`src/shared/drc_consts.svh`:
```
// Register offsets, field positions, reset values and codes for the receiver configuration bank.
// Assumes an 8-bit register port with byte offsets.
`ifndef DRC_CONSTS_SVH
`define DRC_CONSTS_SVH

`define DRC_ADDR_MODE        8'h10
`define DRC_ADDR_EQ          8'h11
`define DRC_ADDR_BAND        8'h12

`define DRC_MODE_RESET       8'h3E
`define DRC_EQ_RESET         8'h00
`define DRC_BAND_RESET       8'h00

`define DRC_POS_SPLIT        7
`define DRC_POS_CHMODE       5
`define DRC_POS_LANES_A      3
`define DRC_POS_LANES_B      1
`define DRC_POS_STRICT       0
`define DRC_POS_DEQ_A        6
`define DRC_POS_DEQ_B        4
`define DRC_POS_CEQ_A        2
`define DRC_POS_CEQ_B        0

`define DRC_BAND_MIN         8'h08
`define DRC_BAND_MAX         8'h64

`endif

```
`src/shared/drc_pkg.sv`:
```
// Types shared by the receiver configuration bank and its decoder.
// Assumes drc_consts.svh holds the numeric values.
package drc_pkg;

    typedef enum logic [1:0] {
        DRC_CH_DUAL,
        DRC_CH_SINGLE,
        DRC_CH_TWO_SINGLE,
        DRC_CH_RESERVED
    } drc_chmode_e;

    typedef enum logic [1:0] {
        DRC_EQ_NONE,
        DRC_EQ_1DB,
        DRC_EQ_RESERVED,
        DRC_EQ_2DB
    } drc_eq_e;

    typedef struct packed {
        logic [2:0] lanes_a;
        logic [2:0] lanes_b;
        logic [1:0] eq_db_data_a;
        logic [1:0] eq_db_data_b;
        logic [1:0] eq_db_clk_a;
        logic [1:0] eq_db_clk_b;
    } drc_front_s;

    typedef struct packed {
        logic dual;
        logic single;
        logic two_single;
        logic left_right;
        logic strict_start_leader;
        logic band_valid;
        logic code_reserved;
    } drc_mode_s;

endpackage

```
`src/design/drc_decode.sv`:
```
// Combinational decode of the stored configuration fields into front-end controls.
// Assumes the caller registers the outputs.
`timescale 1ns/10ps
`include "drc_consts.svh"

module drc_decode
(
    input  wire logic [7:0]          mode_reg,
    input  wire logic [7:0]          eq_reg,
    input  wire logic [7:0]          band_reg,
    output drc_pkg::drc_front_s      front,
    output drc_pkg::drc_mode_s       mode
);

    logic [1:0] eq_code [4];
    logic [1:0] eq_db   [4];

    assign eq_code[0] = eq_reg[`DRC_POS_DEQ_A +: 2];
    assign eq_code[1] = eq_reg[`DRC_POS_DEQ_B +: 2];
    assign eq_code[2] = eq_reg[`DRC_POS_CEQ_A +: 2];
    assign eq_code[3] = eq_reg[`DRC_POS_CEQ_B +: 2];

    // Reserved code drives no equalization so the front end stays safe
    genvar gi;
    generate
        for (gi = 0; gi < 4; gi = gi + 1)
        begin : g_eq
            always_comb
            begin
                case (drc_pkg::drc_eq_e'(eq_code[gi]))
                    drc_pkg::DRC_EQ_1DB: eq_db[gi] = 2'h1;
                    drc_pkg::DRC_EQ_2DB: eq_db[gi] = 2'h2;
                    default:             eq_db[gi] = 2'h0;
                endcase
            end
        end
    endgenerate

    function automatic logic [2:0] lanes(input logic [1:0] code);
        lanes = 3'h4 - {1'b0, code};
    endfunction

    logic [1:0] chm;
    logic       rsv;
    assign chm = mode_reg[`DRC_POS_CHMODE +: 2];
    assign rsv = (chm == 2'h3) || (eq_code[0] == 2'h2) || (eq_code[1] == 2'h2)
               || (eq_code[2] == 2'h2) || (eq_code[3] == 2'h2);

    always_comb
    begin
        front.lanes_a      = lanes(mode_reg[`DRC_POS_LANES_A +: 2]);
        front.lanes_b      = lanes(mode_reg[`DRC_POS_LANES_B +: 2]);
        front.eq_db_data_a = eq_db[0];
        front.eq_db_data_b = eq_db[1];
        front.eq_db_clk_a  = eq_db[2];
        front.eq_db_clk_b  = eq_db[3];
        mode.dual          = (chm == 2'h0);
        mode.single        = (chm == 2'h1);
        mode.two_single    = (chm == 2'h2);
        // Pixel split only means something in dual-channel reception
        mode.left_right    = mode_reg[`DRC_POS_SPLIT] && (chm == 2'h0);
        mode.strict_start_leader = mode_reg[`DRC_POS_STRICT];
        mode.band_valid    = (band_reg >= `DRC_BAND_MIN) && (band_reg <= `DRC_BAND_MAX);
        mode.code_reserved = rsv;
    end

endmodule // drc_decode

```
`src/design/drc_regs.sv`:
```
// Receiver configuration register bank with front-end control outputs and leader check.
// Assumes a single-cycle register port master and a synchronous 8-bit leader sample.
`timescale 1ns/10ps
`include "drc_consts.svh"

//Function
// The split bit picks odd/even at 0 and left/right at 1 for dual reception, reset 0.
// The channel field selects dual at 00, single at 01 (reset), two singles at 10.
// Channel A lane field enables four, three, two or one lane for 00..11, reset 11.
// Channel B lane field enables four, three, two or one lane for 00..11, reset 11.
// With strict clear a leader with one bit error is accepted; with strict set none.
// Channel A data equalizer gives 0, 1 or 2 dB for 00, 01, 11, reset 00.
// Channel B data equalizer gives 0, 1 or 2 dB for 00, 01, 11, reset 00.
// The two clock equalizer fields give 0, 1 or 2 dB for 00, 01, 11, reset 00.
// The channel A band field counts 5 MHz steps from 0x08 to 0x64, others reserved.
// Software keeps reserved codes out of the mode, equalizer and band fields.
// Every field reads back the last written value or its reset value.
module drc_regs
(
    input  wire logic                clk_sys,
    input  wire logic                rst,
    input  wire logic [7:0]          reg_addr,
    input  wire logic [7:0]          reg_wdata,
    input  wire logic                reg_wr,
    input  wire logic                reg_rd,
    output logic      [7:0]          reg_rdata,
    input  wire logic                leader_valid,
    input  wire logic [7:0]          leader_byte,
    output logic                     leader_ok,
    output logic                     leader_reject,
    output drc_pkg::drc_front_s      front_cfg,
    output drc_pkg::drc_mode_s       mode_cfg,
    output logic      [7:0]          chan_a_clock_band
);

    // Expected leader byte of a start of transmission
    localparam logic [7:0] LEADER = 8'hB8;

    logic [7:0] mode_q, mode_d;
    logic [7:0] eq_q, eq_d;
    logic [7:0] band_q, band_d;
    logic [7:0] rdata_q, rdata_d;

    always_comb
    begin
        mode_d  = mode_q;
        eq_d    = eq_q;
        band_d  = band_q;
        rdata_d = 8'h00;
        if (reg_wr)
        begin
            case (reg_addr)
                `DRC_ADDR_MODE: mode_d = reg_wdata;
                `DRC_ADDR_EQ:   eq_d   = reg_wdata;
                `DRC_ADDR_BAND: band_d = reg_wdata;
                default:        mode_d = mode_q;
            endcase
        end
        // Unmapped addresses read as zero
        if (reg_rd)
        begin
            case (reg_addr)
                `DRC_ADDR_MODE: rdata_d = mode_q;
                `DRC_ADDR_EQ:   rdata_d = eq_q;
                `DRC_ADDR_BAND: rdata_d = band_q;
                default:        rdata_d = 8'h00;
            endcase
        end
    end

    always_ff @(posedge clk_sys)
    begin
        if (rst)
        begin
            mode_q  <= `DRC_MODE_RESET;
            eq_q    <= `DRC_EQ_RESET;
            band_q  <= `DRC_BAND_RESET;
            rdata_q <= 8'h00;
        end
        else
        begin
            mode_q  <= mode_d;
            eq_q    <= eq_d;
            band_q  <= band_d;
            rdata_q <= rdata_d;
        end
    end

    assign reg_rdata = rdata_q;

    drc_pkg::drc_front_s front_w;
    drc_pkg::drc_mode_s  mode_w;

    drc_decode u_decode
    (
        .mode_reg (mode_q),
        .eq_reg   (eq_q),
        .band_reg (band_q),
        .front    (front_w),
        .mode     (mode_w)
    );

    // Leader check: count mismatched bits against the expected pattern
    logic [7:0] diff;
    logic [3:0] nerr;
    logic       ok_d, rej_d, ok_q, rej_q;
    drc_pkg::drc_front_s front_q;
    drc_pkg::drc_mode_s  modecfg_q;
    logic [7:0] bandout_q;

    always_comb
    begin
        diff = leader_byte ^ LEADER;
        nerr = 4'h0;
        for (int i = 0; i < 8; i++)
        begin
            nerr = nerr + {3'h0, diff[i]};
        end
        ok_d  = 1'b0;
        rej_d = 1'b0;
        if (leader_valid)
        begin
            // Strict mode accepts only an exact leader
            if ((nerr == 4'h0) || ((nerr == 4'h1) && !mode_q[`DRC_POS_STRICT]))
            begin
                ok_d = 1'b1;
            end
            else
            begin
                rej_d = 1'b1;
            end
        end
    end

    always_ff @(posedge clk_sys)
    begin
        if (rst)
        begin
            ok_q      <= 1'b0;
            rej_q     <= 1'b0;
            front_q   <= '0;
            modecfg_q <= '0;
            bandout_q <= 8'h00;
        end
        else
        begin
            ok_q      <= ok_d;
            rej_q     <= rej_d;
            front_q   <= front_w;
            modecfg_q <= mode_w;
            bandout_q <= band_q;
        end
    end

    assign leader_ok         = ok_q;
    assign leader_reject     = rej_q;
    assign front_cfg         = front_q;
    assign mode_cfg          = modecfg_q;
    assign chan_a_clock_band = bandout_q;

    property p_readback;
        @(posedge clk_sys) disable iff (rst)
        (reg_rd && !reg_wr && reg_addr == `DRC_ADDR_MODE) |=> (reg_rdata == $past(mode_q));
    endproperty
    a_readback: assert property (p_readback) else $error("mode readback wrong");

    property p_write_eq;
        @(posedge clk_sys) disable iff (rst)
        (reg_wr && reg_addr == `DRC_ADDR_EQ) |=> (eq_q == $past(reg_wdata));
    endproperty
    a_write_eq: assert property (p_write_eq) else $error("eq write lost");

    // Sampled rst keeps the release edge out: the outputs still carry their reset zeros then
    property p_lanes_a;
        @(posedge clk_sys) disable iff (rst)
        (!rst && mode_q[4:3] == 2'h3) |=> (front_cfg.lanes_a == 3'h1);
    endproperty
    a_lanes_a: assert property (p_lanes_a) else $error("lane a decode wrong");

    property p_lanes_b;
        @(posedge clk_sys) disable iff (rst)
        (mode_q[2:1] == 2'h0) |=> (front_cfg.lanes_b == 3'h4);
    endproperty
    a_lanes_b: assert property (p_lanes_b) else $error("lane b decode wrong");

    property p_tolerant;
        @(posedge clk_sys) disable iff (rst)
        (leader_valid && !mode_q[0] && $countones(leader_byte ^ LEADER) == 1) |=> leader_ok;
    endproperty
    a_tolerant: assert property (p_tolerant) else $error("single error rejected");

    property p_strict;
        @(posedge clk_sys) disable iff (rst)
        (leader_valid && mode_q[0] && leader_byte != LEADER) |=> (leader_reject && !leader_ok);
    endproperty
    a_strict: assert property (p_strict) else $error("strict leader accepted");

    property p_dual;
        @(posedge clk_sys) disable iff (rst)
        (mode_q[6:5] == 2'h0) |=> (mode_cfg.dual && mode_cfg.left_right == $past(mode_q[7]));
    endproperty
    a_dual: assert property (p_dual) else $error("dual split wrong");

    property p_single;
        @(posedge clk_sys) disable iff (rst)
        (!rst && mode_q[6:5] == 2'h1) |=> (mode_cfg.single && !mode_cfg.dual);
    endproperty
    a_single: assert property (p_single) else $error("single mode wrong");

    property p_eq2;
        @(posedge clk_sys) disable iff (rst)
        (eq_q[7:6] == 2'h3 && eq_q[1:0] == 2'h1) |=>
        (front_cfg.eq_db_data_a == 2'h2 && front_cfg.eq_db_clk_b == 2'h1);
    endproperty
    a_eq2: assert property (p_eq2) else $error("equalizer decode wrong");

    property p_band;
        @(posedge clk_sys) disable iff (rst)
        (band_q < `DRC_BAND_MIN || band_q > `DRC_BAND_MAX) |=> !mode_cfg.band_valid;
    endproperty
    a_band: assert property (p_band) else $error("band range wrong");

endmodule // drc_regs

```
`config.mk`:
```
export PLATFORM = sky130hd
export DESIGN_NAME = drc_regs
export DESIGN_NICKNAME = d
export VERILOG_FILES = /design/src/shared/drc_pkg.sv /design/src/design/drc_decode.sv /design/src/design/drc_regs.sv
export VERILOG_INCLUDE_DIRS = /design/src /design/src/shared
export SDC_FILE = /design/constraint.sdc
export NUM_CORES = 1
export LEC_CHECK = 0
export BUFFER_PORTS_ARGS = -buffer_cell sky130_fd_sc_hd__buf_2
export CAP_MARGIN = 15
export CORE_MARGIN = 5
export CORE_UTILIZATION = 46
export DETAILED_ROUTE_END_ITERATION = 6
export GPL_ROUTABILITY_DRIVEN = 0
export GPL_TIMING_DRIVEN = 0
export PLACE_DENSITY = 0.82
export SYNTH_ARGS = -nofsm -noshare
export SYNTH_HDL_FRONTEND = slang
export SYNTH_SLANG_ARGS = --single-unit
export TNS_END_PERCENT = 100
```
`constraint.sdc`:
```
create_clock -name clk_sys -period 3.69 [get_ports clk_sys]
set_input_delay 1.107 -clock clk_sys [delete_from_list [all_inputs] [get_ports clk_sys]]
set_output_delay 1.107 -clock clk_sys [all_outputs]
set_load 0.03 [all_outputs]
```
# Word level (Yosys, flattened, before mapping)
# Index checks and enable logic that the tools add are counted.
dict set report totals {
  output_inout_bits 39
  elab_cells 76
  in_bits 29
  ff_bits 63
}
dict set report op_classes {
  bitwise_logic 3
  addsub 9
  n_mux 7
  reduce_logical 16
  magnitude_cmp 2
  eq_ne 19
}
# operator count
set op_table {}
lappend op_table {{$eq 8x5->1 const B} 3}
lappend op_table {{$pmux 8 s3} 1}
lappend op_table {{$eq 2x2->1 const B} 10}
lappend op_table {{$add 4x1->4} 4}
lappend op_table {{$pmux 2 s2} 4}
lappend op_table {{$eq 2x1->1 const B} 5}
lappend op_table {{$ge 8x4->1 const B} 1}
lappend op_table {{$le 8x7->1 const B} 1}
lappend op_table {{$reduce_and 2->1} 3}
lappend op_table {{$sub 3x2->3 const A} 2}
lappend op_table {{$logic_or 1x1->1} 5}
lappend op_table {{$add 3x1->4} 1}
lappend op_table {{$eq 4x1->1 const B} 1}
lappend op_table {{$logic_not 4->1} 1}
lappend op_table {{$not 4->4} 1}
lappend op_table {{$reduce_or 2->1} 2}
lappend op_table {{$add 2x1->3} 1}
lappend op_table {{$logic_and 1x1->1} 3}
lappend op_table {{$add 1x1->2} 1}
lappend op_table {{$logic_not 2->1} 1}
lappend op_table {{$mux 1} 2}
lappend op_table {{$not 1->1} 2}
lappend op_table {{$logic_not 1->1} 1}

# Longest topological paths before layout
dict set report depth {
  word_depth 11
  mapped_depth 11
  mapped_depth_nobuf 11
}

# Modules after synthesis
# A second synthesis with hierarchy kept.
dict set report hier_totals {
  hier_cells 258
  hier_area_um2 2595.0
}
# module n_inst cells_per_inst seq_area_each_um2 area_per_inst_um2
set modules_own_cells {}
lappend modules_own_cells {drc_regs 1 225 1261.2 2394.8}
lappend modules_own_cells {drc_decode 1 33 0.0 200.2}

# Worst setup path after synthesis
# OpenSTA, ideal clock, no wires.
dict set report synth_timing {
  path_kind {input -> register}
  from {input leader_byte[0]}
  to {register rej_q, in the netlist leader_reject}
  t_arrival_ns 3.633
  path_buffers 0
  setup_slack_ns 0.000
  cell_stages 11
  setup_ns 0.057
  t_required_ns 3.633
  path_cell_list {inv_1 > fa_1 > inv_1 > fa_1 > fa_1 > ha_1 > inv_1 > fa_1 > nor2b_1 > a31oi_1 > o21ba_2}
}
dict set report synth_via {
  elab_chain_len 11
  elab_cells_between_ends 12
  classes_between {7 x add/sub; 1 x eq/ne; 1 x mux; 3 x reduce/logical}
}
# element line
set synth_rtl {}
lappend synth_rtl {{start, declared} drc_regs.sv:28} ;# input wire logic [7:0] leader_byte,
lappend synth_rtl {{$add 1x1->2 *} drc_regs.sv:117} ;# nerr = nerr + {3'h0, diff[i]};
lappend synth_rtl {{$add 2x1->3 *} drc_regs.sv:117}
lappend synth_rtl {{$add 3x1->4 *} drc_regs.sv:117}
lappend synth_rtl {{$add 4x1->4 * (4 in series)} drc_regs.sv:117}
lappend synth_rtl {{$eq 4x1->1} drc_regs.sv:124} ;# if ((nerr == 4'h0) || ((nerr == 4'h1) && !mode_q[`DRC_POS_STRICT]))
lappend synth_rtl {{$logic_and 1x1->1} drc_regs.sv:124}
lappend synth_rtl {{$logic_or 1x1->1 *} drc_regs.sv:124}
lappend synth_rtl {{$mux 1 *} drc_regs.sv:124}
lappend synth_rtl {{end signal, assigned} drc_regs.sv:148} ;# rej_q <= rej_d;
lappend synth_rtl {{end, declared} drc_regs.sv:106} ;# logic ok_d, rej_d, ok_q, rej_q;
# Mark *: on every way between the ends. The rest lies on a longest branch, timed or not.
# A chain may end at the register's enable or synchronous reset.

# Final worst setup path
# Ends and elaborated chain as after synthesis.

==> results.yml <==
outcome:
  status: "complete, no violations"
global_route:
  grtUsageMet2_pct: 32.1
  globalRouteMet3Util_pct: 6.91
  antenna_violations_before_repair: 0
  grt_use_met1_pct: 19.3
  largest_net_degree_at_the_start_of_global_routing: 11
  grt_pass1_wl_um: 8920
  first_global_vias: 1930
  grt_util_all_layers_pct: 17.9
  grt_remaining_overflow: 0
  grt_most_used_layer: "met2"
timing:
  timing.final.setup_violations: 0
  rsz0062_at_grt: "no"
  fin_worst_skew_ns: 0.00709
  fin_crit_ns: 3.59
  holdWs_ns: 0.471
  final_min_period_over_clock_period_pct: 97.4
  timing.final.max_slew_violations: 0
  fmax_mhz: 278
  final_hold_viols: 0
  relSlewSlack_pct: 62.4
  worstMarginPinSlew_ns: 0.550
  setup_slack_ns: 0.0968
clocking:
  clock-sinks: 63
  holdBufCountCts: 0
  worst_setup_hold_path_clk_slew_ns: 0.06
  clk_latency_ns: 0.34
  htree_levels: 3
  cts_made_buffers: 9
  cts.path.max_buffers: 2
  cts_tree: "done"
  cts-root-buf: "clkbuf_8"
  post-cts-setup-buffer-count: 0
floorplan:
  boundaryPins: 68
  die_w_um: 82.8
  die_area_mm2: 0.00685
  height_of_the_die_um: 82.8
  core.rowCount: 26
  floorplan.initialDensity_pct: 47.4
  floorplan.core_area_mm2: 0.00514
finish:
  antenna-diode-count: 0
  layout.filler_cells: 480
  fin_nets: 359
  drive_above_1_share_pct: 27.9
  fin_util_pct: 59.8
  area_delta_synth_final_pct: 26.1
logic_synthesis:
  post_synth_instance_area_mm2: 0.00244
  synth_cells: 243
  ys_warn_count: 0
  yosys_register_bits: 63
  ys_types: 30
  synth-seq-area-share_pct: 51.8
  synth_fp_nets: 281
  postSynthAreaPerCell_um2: 10.0
min_path:
  hold-path-endpoint: "front_cfg[6]"
  hold_start: "eq_q[7]"
  timing.hold.worst_path_depth: 1
  holdCritPathClass: "flip-flop to flip-flop"
worst_setup_path:
  worstReg2RegEnd: "mode_cfg[1]"
  element_type_at_the_critical_path_end: "flip-flop"
  worstReg2RegStart: "band_q[0]"
  criticalPathCategory: "input port to flip-flop"
  critPathLaunchType: "input port"
  crit_arrival_ns: 3.83
  critical_path_data_required_time_ns: 3.93
  timing.reg2reg.setup_slack_ns: 2.25
  worst_r2r_path_depth: 3
  crit_path_max_fanout: 2
power_and_ir_drop:
  power.combinational.fraction_pct: 9.0
  intPower_w: 0.00112
  cellPowerDensity_mw_per_mm2: 472
  sequentialPowerShare_pct: 47.4
  vdd.ir_drop.worst_mv: 0.270
  p_leak_nw: 1.63
  sw_frac_of_total_pct: 22.8
  power.clock.fraction_pct: 43.6
  power.net_switching_w: 0.000330
placed_design:
  hpwl_after_dpl_um: 4040
  io_buffers: 67
  dp_slack_ns: -0.210
drt:
  drt_iter0_markers: 57
  pre_repair_dr_iteration_count: 4
  vias: 1884
  via_density: 4.76
  drc_violation_count_after_routing: 0
  wl_um: 5560
  drt-wirelength-per-cell_um: 14.0
  detail-route-antenna-nets: 0
job:
  max_cap_violations: 0
==> sequential cells by signal (all words and copies together), names as in the netlist <==
signal / count
reg_rdata: 8
front_cfg: 14
chan_a_clock_band: 8
mode_cfg: 7
leader_ok: 1
eq_q: 8
band_q: 8
leader_reject: 1
mode_q: 8
==> layout make-up <==
| class | instances | area (um2) | area share [%] |
|---|---|---|---|
| Inverter | 30 | 113 | 3.66 |
| Multi-Input combinational cell | 141 | 1020 | 33.2 |
| Timing Repair Buffer | 67 | 335 | 10.9 |
| Clock inverter | 4 | 70.1 | 2.28 |
| Buffer | 9 | 50.0 | 1.63 |
| Sequential cell | 63 | 1260 | 41.0 |
| Clock buffer | 12 | 135 | 4.40 |
| Tap cell | 70 | 87.6 | 2.85 |
==> synth_stat cells <==
| cell | n | area share, % |
|---|---|---|
| buf_6 | 1 | 0.46 |
| and4bb_1 | 1 | 0.51 |
| a2bb2oi_1 | 8 | 2.9 |
| o31a_1 | 1 | 0.36 |
| clkbuf_1 | 3 | 0.46 |
| ha_1 | 5 | 2.6 |
| nand3_2 | 1 | 0.41 |
| nor3_1 | 2 | 0.41 |
| o22ai_1 | 1 | 0.26 |
| nor2_1 | 32 | 4.9 |
| nor3b_1 | 2 | 0.62 |
| nand3_1 | 1 | 0.21 |
| mux2i_1 | 32 | 13 |
| nand4b_1 | 1 | 0.36 |
| o21ai_0 | 2 | 0.41 |
| a21oi_1 | 1 | 0.21 |
| nand2b_1 | 13 | 3.3 |
| inv_1 | 30 | 4.6 |
| nand2_1 | 21 | 3.2 |
| nor4b_4 | 1 | 0.98 |
| a31oi_1 | 1 | 0.26 |
| dfxtp_1 | 63 | 52 |
| nor2b_1 | 6 | 1.5 |
| and2_1 | 2 | 0.51 |
| nor4b_1 | 1 | 0.36 |
| fa_1 | 4 | 3.3 |
| buf_2 | 4 | 0.82 |
| o21ba_2 | 1 | 0.41 |
| buf_4 | 1 | 0.31 |
| a2111oi_0 | 1 | 0.36 |
==> cells in the final DEF, fill, tap and decap left out, types with 6 or more instances in the layout <==
| cell | synthesis | routed |
|---|---|---|
| clkbuf_1 | 3 | 6 |
| nand2b_1 | 13 | 13 |
| inv_1 | 30 | 30 |
| buf_2 | 4 | 71 |
| clkbuf_8 | 0 | 9 |
| nor2b_1 | 6 | 6 |
| nor2_1 | 32 | 32 |
| nand2_1 | 21 | 21 |
| dfxtp_1 | 63 | 63 |
| mux2i_1 | 32 | 32 |
| a2bb2oi_1 | 8 | 8 |
==> power groups by stage <==
stage                     logic (W)  registers, W  clock network, W
after floorplan           0.0000723      0.000713                 0
after global placement     0.000118      0.000702                 0
after detailed placement   0.000126      0.000702                 0
after CTS                  0.000130      0.000687          0.000645
after global routing       0.000145      0.000687          0.000682
final                      0.000131      0.000687          0.000631
==> how the worst max path moves through the flow <==
stage,from,endpoint,slack [ns],depth (start not counted)
floorplan,leader_byte[0],leader_reject,0.0009,11
global placement,leader_byte[0],leader_reject,-0.14,12
detailed placement,leader_byte[0],leader_reject,-0.21,12
CTS,leader_byte[0],leader_ok,0.10,12
global route,leader_byte[0],leader_reject,0.01,12
finish,leader_byte[0],leader_reject,0.1,12
==> per-stage QoR <==
| stage | TNS (ns) | instance area [um2] | total power, W | cells |
|---|---|---|---|---|
| 2_1_floorplan | 0 | 2440 | 0.000785 | 243 |
| 5_1_grt | 0 | 3070 | 0.00151 | 396 |
| 4_1_cts | 0 | 3070 | 0.00146 | 396 |
| 3_5_place_dp | -0.416 | 2860 | 0.000828 | 380 |
| 3_3_place_gp | -0.272 | 2860 | 0.000820 | 380 |
| 6_report | 0 | 3070 | 0.00145 | 396 |
==> critical path: stages <==
cell,delay [ns]
buf_2,0.08
inv_1,0.04
fa_1,0.52
inv_1,0.05
fa_1,0.45
fa_1,0.50
ha_2,0.17
inv_1,0.05
fa_1,0.39
nor2_1,0.15
a31oi_2,0.13
o21ba_2,0.20
==> routing by layer <==
metal	vias up	share of wire, %	routed length (um)
li1	942	-	-
met1	883	38	2100
met2	50	54	3010
met3	9	6.5	362
met4	0	1.4	80
met5	-	0	0
==> what timing repair did <==
action                                 CTS  global route
resized for setup                        0             1
setup endpoints to repair                0             2
endpoints found under the hold margin    0             0
==> cell families after synthesis <==
| logic type | share of synthesized area, % |
|---|---|
| fa+ha+maj | 5.86 |
| simple gates | 17.4 |
| flops | 51.8 |
| compound gates | 5.14 |
| mux | 13.1 |
| buf+inv | 6.68 |
(Power assumes the default switching activity.)
